`src/uhr_consts.vh`:
```
// Constants for the UART holding path and interrupt enable block.
`ifndef UHR_CONSTS_VH
`define UHR_CONSTS_VH
// ==========================================================
// Register addresses (A2..A0)
`define UHR_ADDR_HOLD      3'h0
`define UHR_ADDR_IRQ_EN    3'h1
`define UHR_ADDR_IDENT     3'h2
`define UHR_ADDR_LINE_STAT 3'h5
// ==========================================================
// Enable bit positions
`define UHR_IE_RX          0
`define UHR_IE_TX          1
`define UHR_IE_LS          2
`define UHR_IE_MS          3
`define UHR_EN_RESET       4'h0
// ==========================================================
// Line status bit positions
`define UHR_LS_DR          0
`define UHR_LS_OE          1
`define UHR_LS_FE          3
`define UHR_LS_BI          4
`define UHR_LS_THRE        5
`define UHR_LS_TEMT        6
// ==========================================================
// Interrupt identification codes (priority level in bits 3..1)
`define UHR_ID_NONE        4'h1
`define UHR_ID_LS          4'h6
`define UHR_ID_RX          4'h4
`define UHR_ID_TX          4'h2
`define UHR_ID_MS          4'h0
// ==========================================================
// Timing: oversampling ticks to mid start bit (7.5 rounds up to 8)
`define UHR_OS_PER_BIT     4'hF
`define UHR_MID_START      4'h7
`define UHR_FIFO_DEPTH     5'h10
`define UHR_BUF_DEPTH      2
`endif

```
`src/uhr_channel.v`:
```
// One UART channel: holding registers, start validation, INTERRUPT_SOURCE_ENABLES.
// Behaviour
// - 8-bit holding register feeds shift register
// - host write loads holding register when empty
// - holding-empty flag set when byte moves
// - host read returns and removes oldest byte
// - falling edge starts 16x counter
// - mid-start sample, reject false start
// - receive status reported in line status
// - enables mask four sources to irq
// - upper enable bits unused, read zero
// - modem change raises enabled interrupt
// - receive errors raise enabled line interrupt
// - no FIFO: tx interrupt follows holding-empty
// - FIFO: tx interrupt when FIFO, holding and shift register empty
// - no FIFO: rx interrupt while data held
// - FIFO: rx interrupt at trigger level
// - enables reset to disabled
// - rx priority two, tx priority three
`timescale 1ns/1ps
`include "uhr_consts.vh"
module uhr_channel (
  // Clock, reset and enable
  input  wire       clk,
  input  wire       rst_n,
  input  wire       clk_en,
  // Host bus
  input  wire       cs_n,
  input  wire       rd_n,
  input  wire       wr_n,
  input  wire [2:0] addr,
  input  wire [7:0] wdata,
  output reg  [7:0] rdata,
  // Configuration from the surrounding channel
  input  wire       dlab,
  input  wire       fifo_en,
  input  wire [4:0] rx_trigger,
  input  wire       os_tick,
  input  wire [3:0] modem_delta,
  // Transmit shifter handshake
  output wire       tx_valid,
  input  wire       tx_ready,
  output wire [7:0] tx_data,
  input  wire       tx_shift_idle,
  // Serial input
  input  wire       sin,
  output wire       start_valid,
  // Receive shifter handshake and status
  input  wire       rx_valid,
  output wire       rx_ready,
  input  wire [7:0] rx_data,
  input  wire [3:0] rx_err,
  // Interrupt
  output wire       channel_a_irq
);
  // ==========================================================
  // Bus decode; the host keeps DLAB low when reaching these registers.
  wire acc = !cs_n && !dlab;
  wire wr_hold = acc && !wr_n && addr == `UHR_ADDR_HOLD;
  wire wr_en   = acc && !wr_n && addr == `UHR_ADDR_IRQ_EN;
  wire rd_any  = acc && !rd_n;
  wire rd_hold = rd_any && addr == `UHR_ADDR_HOLD;
  wire rd_stat = rd_any && addr == `UHR_ADDR_LINE_STAT;
  wire rd_id   = rd_any && addr == `UHR_ADDR_IDENT;
  reg  rd_any_q;
  reg  rd_hold_q;
  reg  rd_stat_q;
  reg  rd_id_q;
  wire rd_hold_p = rd_hold && !rd_hold_q;
  wire rd_stat_p = rd_stat && !rd_stat_q;
  wire rd_id_p   = rd_id && !rd_id_q;
  reg  wr_hold_q;
  wire wr_hold_p = wr_hold && !wr_hold_q;
  // ==========================================================
  // Interrupt enables, upper nibble not stored.
  // Only four flops are kept; the upper bits always read back as
  // zero, so software that writes ones there sees them dropped.
  reg  [3:0] en_q;
  always @(posedge clk or negedge rst_n) begin
    if (!rst_n) begin
      en_q <= `UHR_EN_RESET;
    end else if (clk_en && wr_en) begin
      en_q <= wdata[3:0];
    end
  end
  // ==========================================================
  // Two-entry transmit buffer: entry 0 is the holding register.
  // Writes while both entries are full are dropped, so a stalled
  // shifter never loses a byte already accepted.
  reg  [7:0] tbuf_q [0:`UHR_BUF_DEPTH-1];
  reg  [1:0] tcnt_q;
  wire tpush = wr_hold_p && (tcnt_q != 2'h2) &&
               (fifo_en || tcnt_q == 2'h0);
  wire tpop  = (tcnt_q != 2'h0) && tx_ready;
  assign tx_valid = tcnt_q != 2'h0;
  assign tx_data  = tbuf_q[0];
  always @(posedge clk or negedge rst_n) begin
    if (!rst_n) begin
      tcnt_q    <= 2'h0;
      tbuf_q[0] <= 8'h00;
      tbuf_q[1] <= 8'h00;
    end else if (clk_en) begin
      if (tpop) begin
        tbuf_q[0] <= tbuf_q[1];
      end
      if (tpush) begin
        if (tcnt_q == 2'h0 || (tcnt_q == 2'h1 && tpop)) begin
          tbuf_q[0] <= wdata;
        end else begin
          tbuf_q[1] <= wdata;
        end
      end
      tcnt_q <= tcnt_q + {1'b0, tpush} - {1'b0, tpop};
    end
  end
  // Empty once the byte has moved into the shifter.
  wire thre = tcnt_q == 2'h0;
  wire temt = thre && tx_shift_idle;
  // ==========================================================
  // Start-bit qualifier on the 16x tick.
  localparam S_IDLE = 2'b01;
  localparam S_CHK  = 2'b10;
  reg  [1:0] st_q;
  reg  [3:0] os_q;
  reg        sin_q;
  reg        ok_q;
  assign start_valid = ok_q;
  always @(posedge clk or negedge rst_n) begin
    if (!rst_n) begin
      st_q  <= S_IDLE;
      os_q  <= 4'h0;
      sin_q <= 1'b1;
      ok_q  <= 1'b0;
    end else if (clk_en) begin
      sin_q <= sin;
      ok_q  <= 1'b0;
      case (st_q)
        S_IDLE: begin
          if (sin_q && !sin) begin
            st_q <= S_CHK;
            os_q <= 4'h0;
          end
        end
        S_CHK: begin
          if (os_tick) begin
            os_q <= os_q + 4'h1;
            if (os_q == `UHR_MID_START) begin
              ok_q <= !sin;
              st_q <= S_IDLE;
            end
          end
        end
        default: st_q <= S_IDLE;
      endcase
    end
  end
  // ==========================================================
  // Receive buffer: two flop entries in front of the host.
  reg  [7:0] rbuf_q [0:`UHR_BUF_DEPTH-1];
  reg  [1:0] rcnt_q;
  assign rx_ready = rcnt_q != 2'h2;
  wire rpush = rx_valid && rx_ready;
  wire rpop  = rd_hold_p && rcnt_q != 2'h0;
  reg  [3:0] err_q;
  reg        ovr_q;
  always @(posedge clk or negedge rst_n) begin
    if (!rst_n) begin
      rcnt_q    <= 2'h0;
      rbuf_q[0] <= 8'h00;
      rbuf_q[1] <= 8'h00;
      err_q     <= 4'h0;
      ovr_q     <= 1'b0;
    end else if (clk_en) begin
      if (rpop) begin
        rbuf_q[0] <= rbuf_q[1];
      end
      if (rpush) begin
        if (rcnt_q == 2'h0 || (rcnt_q == 2'h1 && rpop)) begin
          rbuf_q[0] <= rx_data;
        end else begin
          rbuf_q[1] <= rx_data;
        end
      end
      rcnt_q <= rcnt_q + {1'b0, rpush} - {1'b0, rpop};
      // A new error wins over the clear by a status read.
      err_q <= (rd_stat_p ? 4'h0 : err_q) |
               (rpush ? rx_err : 4'h0);
      ovr_q <= (rd_stat_p ? 1'b0 : ovr_q) | (rx_valid && !rx_ready);
    end
  end
  wire [3:0] err_all = err_q | {3'b000, ovr_q};
  wire [7:0] line_stat = {1'b0, temt, thre, err_all, rcnt_q != 2'h0};
  // ==========================================================
  // Interrupt sources, before enable masking.
  wire rx_src = fifo_en ? ({3'b000, rcnt_q} >= rx_trigger)
                        : (rcnt_q != 2'h0);
  wire tx_src = fifo_en ? (tcnt_q == 2'h0 && temt)
                        : thre;
  wire ls_src = |err_all;
  wire ms_src = |modem_delta;
  // ==========================================================
  // Strobe history, so that a long strobe acts only once.
  always @(posedge clk or negedge rst_n) begin
    if (!rst_n) begin
      rd_any_q  <= 1'b0;
      rd_hold_q <= 1'b0;
      rd_stat_q <= 1'b0;
      rd_id_q   <= 1'b0;
      wr_hold_q <= 1'b0;
    end else if (clk_en) begin
      rd_any_q  <= rd_any;
      rd_hold_q <= rd_hold;
      rd_stat_q <= rd_stat;
      rd_id_q   <= rd_id;
      wr_hold_q <= wr_hold;
    end
  end
  // ==========================================================
  // Pending sources and priority.
  reg  [3:0] id_code;
  reg        tx_ack_q;
  wire [3:0] pend = {ms_src, ls_src, tx_src && !tx_ack_q, rx_src} &
                    en_q;
  always @* begin
    if (pend[`UHR_IE_LS]) begin
      id_code = `UHR_ID_LS;
    end else if (pend[`UHR_IE_RX]) begin
      id_code = `UHR_ID_RX;
    end else if (pend[`UHR_IE_TX]) begin
      id_code = `UHR_ID_TX;
    end else if (pend[`UHR_IE_MS]) begin
      id_code = `UHR_ID_MS;
    end else begin
      id_code = `UHR_ID_NONE;
    end
  end
  // The empty interrupt is also cleared by an ident read that shows
  // it. A refill drops the source, which rearms the interrupt, so the
  // next time the path drains the host hears of it again.
  always @(posedge clk or negedge rst_n) begin
    if (!rst_n) begin
      tx_ack_q <= 1'b0;
    end else if (clk_en) begin
      if (!tx_src) begin
        tx_ack_q <= 1'b0;
      end else if (rd_id_p && id_code == `UHR_ID_TX) begin
        tx_ack_q <= 1'b1;
      end
    end
  end
  assign channel_a_irq = |pend;
  // ==========================================================
  // Read data selection.
  reg  [7:0] rd_mux;
  always @* begin
    rd_mux = 8'h00;
    case (addr)
      `UHR_ADDR_HOLD: begin
        rd_mux = rbuf_q[0];
      end
      `UHR_ADDR_IRQ_EN: begin
        rd_mux = {4'h0, en_q};
      end
      `UHR_ADDR_IDENT: begin
        rd_mux = {fifo_en, fifo_en, 2'b00, id_code};
      end
      `UHR_ADDR_LINE_STAT: begin
        rd_mux = line_stat;
      end
      default: begin
        rd_mux = 8'h00;
      end
    endcase
  end
  // Read data is taken on the first cycle of a strobe and then held.
  // A status or ident read changes what it reads, so a live mux would
  // let the host see the value move under a long strobe.
  always @(posedge clk or negedge rst_n) begin
    if (!rst_n) begin
      rdata <= 8'h00;
    end else if (clk_en) begin
      if (rd_any && !rd_any_q) begin
        rdata <= rd_mux;
      end else if (!rd_any) begin
        rdata <= 8'h00;
      end
    end
  end
endmodule

```
`config.mk`:
```
export PLATFORM = sky130hd
export DESIGN_NAME = uhr_channel
export DESIGN_NICKNAME = d
export VERILOG_FILES = /design/src/uhr_channel.v
export VERILOG_INCLUDE_DIRS = /design/src
export SDC_FILE = /design/constraint.sdc
export NUM_CORES = 1
export LEC_CHECK = 0
export BUFFER_PORTS_ARGS = -buffer_cell sky130_fd_sc_hd__buf_2
export CAP_MARGIN = 20
export CELL_PAD_IN_SITES_DETAIL_PLACEMENT = 1
export CELL_PAD_IN_SITES_GLOBAL_PLACEMENT = 1
export CORE_UTILIZATION = 40
export CTS_BUF_LIST = sky130_fd_sc_hd__clkbuf_8
export DETAILED_ROUTE_END_ITERATION = 8
export PLACE_DENSITY_LB_ADDON = 0.1
export SLEW_MARGIN = 10
export SYNTH_ARGS = -nofsm -noshare
export SYNTH_HDL_FRONTEND = slang
export SYNTH_SLANG_ARGS = --single-unit
```
`constraint.sdc`:
```
create_clock -name clk -period 2.2 [get_ports clk]
set_clock_uncertainty 0.2 [all_clocks]
set_input_delay 0.22 -clock clk [delete_from_list [all_inputs] [get_ports clk]]
set_output_delay 0.22 -clock clk [all_outputs]
set_load 0.005 [all_outputs]
```
==> results.json, run 1 <==
{
  "height_of_the_die_um": 94.5,
  "fin_total_pwr_mw": 4.23,
  "standby_leakage_power_nw": 2.27,
  "antenna_found_initial": 0,
  "power_report.internal_total_mw": 2.78,
  "ir_drop_mv": 0.477,
  "synth_async_sr_flop_share_pct": 100,
  "grt_setup_unrepaired": "yes",
  "wire_length_of_the_first_global_routing_pass_um": 16100,
  "wl_per_instance_um": 17.9,
  "clock_latency_ns": 0.34,
  "yosys_warning_count": 0,
  "seq_area_frac_synth_pct": 49.0,
  "ffs_latches_synth": 67,
  "fin_nets": 507,
  "reg2regPathDepth": 11,
  "global_route.overflow_total": 0,
  "cts_inserted_buffers": 9,
  "worst_hold_slack_ns": 0.0317,
  "syn_to_final_growth_pct": 39.4,
  "critPathMaxFanout": 2,
  "dp_worst_setup_slack_ns": -0.403,
  "postSynthCellCount": 333,
  "synth_adder_area_share_pct": 2.56,
  "critical_path.max_stage_delay_ns": 0.51,
  "worst_setup_path_start_kind": "register",
  "timing.fmax_ghz": 0.428,
  "final.min_clock_period_ns": 2.34,
  "clkPwrFrac_pct": 21.4,
  "post_route_antenna_net_violation_count": 0,
  "report.final.setup_viol": 3,
  "detailed_place_hpwl_um": 7020,
  "p_sw_share_pct": 34.4,
  "cp_cell_sequence": "or4_1, o21a_1, a211oi_2, nand3_1, buf_2",
  "die_area_um2": 8930,
  "setup_tns_ns": -0.182,
  "share_seq_of_total_power_pct": 42.7,
  "gp_routability_congestion": 0.815,
  "post_route_cells_drive_above_1_share_pct": 38.3,
  "routed_wirelength_um": 10100,
  "fp-row-count": 33,
  "clockRootBuffer": "sky130_fd_sc_hd__clkbuf_8",
  "finalMaxSlewViolations": 0,
  "timing.final.hold_violations": 0,
  "dp_cells": 515,
  "timing.setup.critical_path_class": "register to output pin",
  "top_signal_layer_used": "met4",
  "drt_iter0_drc": 106,
  "wl_met2_um": 4860,
  "number_of_global_route_vias_before_repair": 3121,
  "vias_per_cell": 5.43,
  "switchingPower_mw": 1.46,
  "clock_slew_seen_by_the_registers_of_the_worst_setup_and_hold_paths_ns": 0.08,
  "initial_core_util_pct": 41.5,
  "number_of_flops_mapped_to_enable_cells_by_yosys": 0,
  "met3_wire_len_um": 373,
  "htree_num_levels": 3,
  "failing_checks": "negative setup slack",
  "buffer_ports.inserted": 64,
  "min_path_cells": 3,
  "floorplan.io_pins": 65,
  "cp.arrival_ns": 1.92,
  "tritoncts": "built",
  "final_critical_path_setup_slack_ns": -0.135,
  "antenna-diode-count": 0,
  "cts_max_path_buffers": 2,
  "die-width_um": 94.5,
  "final_core_util_pct": 57.8,
  "critical_path_required_ns": 1.78,
  "classification_of_the_worst_slack_hold_path": "input pin to register",
  "min_period_over_period_pct": 106,
  "main_area_contributors_after_synthesis": "sky130_fd_sc_hd__dfrtp_1 (47%), sky130_fd_sc_hd__mux2_1 (3.9%), sky130_fd_sc_hd__nand3_1 (3.7%), sky130_fd_sc_hd__mux2_2 (3.6%), sky130_fd_sc_hd__nand2_1 (3.5%)",
  "dominant_combinational_cell_family_by_area_after_synthesis": "simple AND/OR/NAND/NOR gates",
  "firstDrtPassIters": 4,
  "avgSynthCellArea_um2": 10.3,
  "synth_simple_gate_area_share_pct": 16.5,
  "m1WireLength_um": 4760,
  "tightest_slew_ns": 0.540,
  "most_frequent_standard_cell_in_the_layout_excluding_fill_and_tap_cells": "sky130_fd_sc_hd__dfrtp_1",
  "cpMaxStageDelayCell": "sky130_fd_sc_hd__or4_1",
  "post-route-drc-count": 0,
  "largest_net_degree_at_the_start_of_global_routing": 29,
  "post-route-cell-area_um2": 4770,
  "max_cap_violations": 0,
  "vias": 3063,
  "yosys.area.top_type": "sky130_fd_sc_hd__dfrtp_1",
  "yosys_most_used_dff": "sky130_fd_sc_hd__dfrtp_1",
  "synth_top_area_share_pct": 47.5,
  "mappedNetlistArea_um2": 3420,
  "run_status": "finished, violations left",
  "layout_common_cells": "sky130_fd_sc_hd__dfrtp_1 (65), sky130_fd_sc_hd__buf_2 (62), sky130_fd_sc_hd__buf_4 (37), sky130_fd_sc_hd__nand2_1 (30), sky130_fd_sc_hd__nand3_1 (25)",
  "core_ar_um2": 8260,
  "share_comb_of_total_power_pct": 35.9,
  "syn-num-nets": 385,
  "netlist-cell-type-count": 52,
  "synth_compound_gate_area_share_pct": 16.2,
  "groute.usage.overall_pct": 24.1,
  "clock-sinks": 67,
  "place_area_um2": 4120,
  "timing.critical_path.to_type": "output pin",
  "yosys.area_share.xor_xnor_pct": 1.28,
  "yosys-mux-area-fraction_pct": 9.02,
  "instances_no_fill": 564,
  "worst_rel_slew_slack_pct": 64.0,
  "n_fill_cell": 929,
  "cellPowerDensity_nw_per_um2": 887
}
critical path: cells and delay by family (launching register included):
family | cells | cell delay, ns
and+or+nand+nor | 2 | 0.62
buffers and inverters | 1 | 0.14
DFF | 1 | 0.38
AOI/OAI and AO/OA | 2 | 0.43
registers in the layout (all words and copies together) (netlist names), 4 cells and up:
signal and cells:
tbuf_q 8, err_q 4, rbuf_q 16, tx_data 8
rdata 8, en_q 4, os_q 4
power by group through the flow:
stage	registers, mW	clock network, mW	logic (mW)
2_1_floorplan	1.74	0	0.852
3_3_place_gp	1.80	0	1.26
3_5_place_dp	1.81	0	1.32
4_1_cts	1.80	0.928	1.51
5_1_grt	1.84	0.994	1.69
6_report	1.81	0.908	1.52
area by class of cell:
| type | count | area, um^2 | area share (%) |
|---|---|---|---|
| Tap cell | 105 | 131 | 2.75 |
| Sequential cell | 67 | 1680 | 35.2 |
| Clock inverter | 5 | 30.0 | 0.629 |
| Timing Repair Buffer | 134 | 1000 | 21.0 |
| Multi-Input combinational cell | 227 | 1730 | 36.3 |
| Clock buffer | 10 | 138 | 2.88 |
| Inverter | 16 | 62.6 | 1.31 |
repair_timing:
action | CTS | global route
gates resized for setup | 22 | 15
hold buffers | 23 | 0
endpoints found under the hold margin | 49 | 0
gates cloned | 0 | 1
buffers inserted | 12 | 2
endpoints found under the setup margin | 13 | 22
pin swaps | 8 | 3
synthesized netlist by cell type (all sizes together) (2+ instances only):
cell	n
nor3	5
nand2b	3
a21o	4
or3	2
a2bb2oi	8
nand3b	2
nand4	10
dfrtp	65
xnor2	2
nand2	32
o21ai	14
mux2i	5
clkbuf	10
or4	3
o41ai	4
o31ai	2
a211o	3
nor2	24
dfstp	2
a22o	9
a21oi	9
xor2	3
buf	13
nand3	25
ha	7
nor3b	2
o22ai	10
mux2	23
nor2b	2
a32o	2
inv	15
worst paths after layout:
check	end	startpoint	slack [ns]
setup / recovery	channel_a_irq	err_q[0]$_DFFE_PN0P_	-0.14
hold / removal	os_q[0]$_DFFE_PN0P_	os_tick	0.03
setup reg to reg	tcnt_q[1]$_DFFE_PN0P_	tcnt_q[0]$_DFFE_PN0P_	-0.03
hold reg to reg	st_q[0]$_DFFE_PN1P_	st_q[0]$_DFFE_PN1P_	0.29
max in group asynchronous	ovr_q$_DFFE_PN0P_	rst_n	1.09
min in group asynchronous	tx_data[7]$_DFFE_PN0P_	rst_n	0.19
cell families (layout without fill, tap and decap cells):
| family | after synthesis | in the layout |
|---|---|---|
| xor gates and xnor gates | 5 | 5 |
| buffers and inverters | 39 | 165 |
| adders and majority gates | 7 | 7 |
| AOI/OAI and AO/OA | 73 | 73 |
| DFF | 67 | 67 |
| and+or+nand+nor | 114 | 114 |
| muxes | 28 | 28 |
routing by layer:
| layer | up-vias | global-route usage [%] |
|---|---|---|
| met4 | 0 | 7.32 |
| met5 | - | 0 |
| met2 | 68 | 38.9 |
| met3 | 12 | 4.35 |
| met1 | 1535 | 33.0 |
| li1 | 1448 | - |
(Power assumes the default switching activity.)
==> inputs of run 2 (changes only) <==
- HOLD_SLACK_MARGIN: unset -> 0.08
- SKIP_CTS_REPAIR_TIMING: unset -> 1
==> results.json, run 2 (same netlist as run 1, synthesis figures left out) <==
{
  "vias": 3014,
  "post_route_antenna_net_violation_count": 0,
  "drt_iter0_drc": 71,
  "power_report.internal_total_mw": 2.75,
  "p_sw_share_pct": 34.2,
  "die_area_um2": 8930,
  "detailed_place_hpwl_um": 7020,
  "final.min_clock_period_ns": 2.45,
  "routed_wirelength_um": 9790,
  "antenna-diode-count": 0,
  "instances_no_fill": 567,
  "fp-row-count": 33,
  "wl_per_instance_um": 17.3,
  "clkPwrFrac_pct": 21.8,
  "max_cap_violations": 0,
  "gp_routability_congestion": 0.815,
  "critical_path_required_ns": 1.78,
  "timing.setup.critical_path_class": "register to output pin",
  "global_route.overflow_total": 0,
  "critPathMaxFanout": 3,
  "cp.arrival_ns": 2.03,
  "clock_latency_ns": 0.34,
  "tritoncts": "built",
  "vias_per_cell": 5.32,
  "ir_drop_mv": 0.501,
  "cts_inserted_buffers": 9,
  "finalMaxSlewViolations": 0,
  "registers.top_by_ff_count": "rbuf_q",
  "worst_setup_path_start_kind": "register",
  "cellPowerDensity_nw_per_um2": 876,
  "report.final.setup_viol": 4,
  "worst_hold_slack_ns": 0.0852,
  "timing.critical_path.to_type": "output pin",
  "firstDrtPassIters": 4,
  "grt_setup_unrepaired": "yes",
  "run_status": "finished, violations left",
  "tightest_slew_ns": 0.544,
  "wire_length_of_the_first_global_routing_pass_um": 14800,
  "initial_core_util_pct": 41.5,
  "layout_common_cells": "sky130_fd_sc_hd__dfrtp_1 (65), sky130_fd_sc_hd__buf_2 (63), sky130_fd_sc_hd__buf_4 (33), sky130_fd_sc_hd__nand2_1 (31), sky130_fd_sc_hd__dlygate4sd3_1 (31)",
  "floorplan.io_pins": 65,
  "final_critical_path_setup_slack_ns": -0.248,
  "fin_nets": 510,
  "post_route_cells_drive_above_1_share_pct": 36.4,
  "worst_rel_slew_slack_pct": 63.7,
  "clockRootBuffer": "sky130_fd_sc_hd__clkbuf_8",
  "failing_checks": "negative setup slack",
  "cts_max_path_buffers": 2,
  "buffer_ports.inserted": 64,
  "timing.final.hold_violations": 0,
  "switchingPower_mw": 1.43,
  "most_frequent_standard_cell_in_the_layout_excluding_fill_and_tap_cells": "sky130_fd_sc_hd__dfrtp_1",
  "dp_worst_setup_slack_ns": -0.403,
  "clock_slew_seen_by_the_registers_of_the_worst_setup_and_hold_paths_ns": 0.08,
  "standby_leakage_power_nw": 2.26,
  "largest_register_ff_count": 16,
  "dp_cells": 515,
  "antenna_found_initial": 0,
  "share_comb_of_total_power_pct": 35.1,
  "clock-sinks": 67,
  "htree_num_levels": 3,
  "timing.fmax_ghz": 0.408,
  "height_of_the_die_um": 94.5,
  "groute.usage.overall_pct": 22.1,
  "largest_net_degree_at_the_start_of_global_routing": 29,
  "post-route-drc-count": 0,
  "die-width_um": 94.5,
  "number_of_global_route_vias_before_repair": 2911,
  "min_period_over_period_pct": 111,
  "setup_tns_ns": -0.325,
  "core_ar_um2": 8260,
  "syn_to_final_growth_pct": 39.5,
  "classification_of_the_worst_slack_hold_path": "input pin to register",
  "share_seq_of_total_power_pct": 43.1
}
[run 2: changes by cell type in the layout (fill, tap and decap cells not counted), sizes merged]
cell         before  now
clkbuf           11   10
clkinv            3    4
buf             110  106
inv              16   15
dlygate4sd3      23   31
[run 2: power by group through the flow]
stage	logic, mW	clock network (mW)	registers, mW
2_1_floorplan	0.852	0	1.74
3_3_place_gp	1.26	0	1.80
6_report	1.47	0.911	1.81
5_1_grt	1.64	0.994	1.84
3_5_place_dp	1.32	0	1.81
4_1_cts	1.33	0.928	1.79
[run 2: worst paths after layout]
path	startpoint	end	slack, ns	depth (start not counted)
max	err_q[0]$_DFFE_PN0P_	channel_a_irq	-0.25	5
min in group asynchronous	rst_n	tx_data[7]$_DFFE_PN0P_	0.19	2
max reg2reg	tcnt_q[0]$_DFFE_PN0P_	tcnt_q[1]$_DFFE_PN0P_	-0.04	11
max in group asynchronous	rst_n	ovr_q$_DFFE_PN0P_	1.09	3
min	tx_shift_idle	tx_ack_q$_DFFE_PN0P_	0.09	4
min reg2reg	st_q[0]$_DFFE_PN1P_	st_q[0]$_DFFE_PN1P_	0.29	2
[run 2: layer usage]
layer / vias up / part of all wire, % / global-route usage (%)
met2: 64 / 48 / 34.2
met3: 8 / 3.8 / 4.27
met4: 0 / 0.81 / 5.93
met1: 1492 / 48 / 31.7
met5: - / 0 / 0
li1: 1450 / - / -
[run 2: critical path, stage by stage (launching register included)]
cell and delay, ns:
sky130_fd_sc_hd__dfrtp_1 0.39, sky130_fd_sc_hd__or4_1 0.51, sky130_fd_sc_hd__o21a_1 0.23, sky130_fd_sc_hd__a211oi_2 0.28, sky130_fd_sc_hd__nand3_1 0.12, sky130_fd_sc_hd__buf_2 0.15
[run 2: stage by stage]
stage                     total power, mW  util (%)  instance area, um^2
after floorplan                      2.60         -                 3480
after global placement               3.06      49.8                 4120
after detailed placement             3.13      49.8                 4120
after CTS                            4.05      51.9                 4280
after global routing                 4.47      57.8                 4780
final                                4.18      57.8                 4780
[run 2: area by class of cell]
type / instances / area (um^2)
Timing Repair Buffer: 137 / 1020
Clock buffer: 10 / 138
Clock inverter: 5 / 30.0
Multi-Input combinational cell: 227 / 1710
Tap cell: 105 / 131
Sequential cell: 67 / 1680
Fill cell: 930 / 3480
Inverter: 16 / 62.6
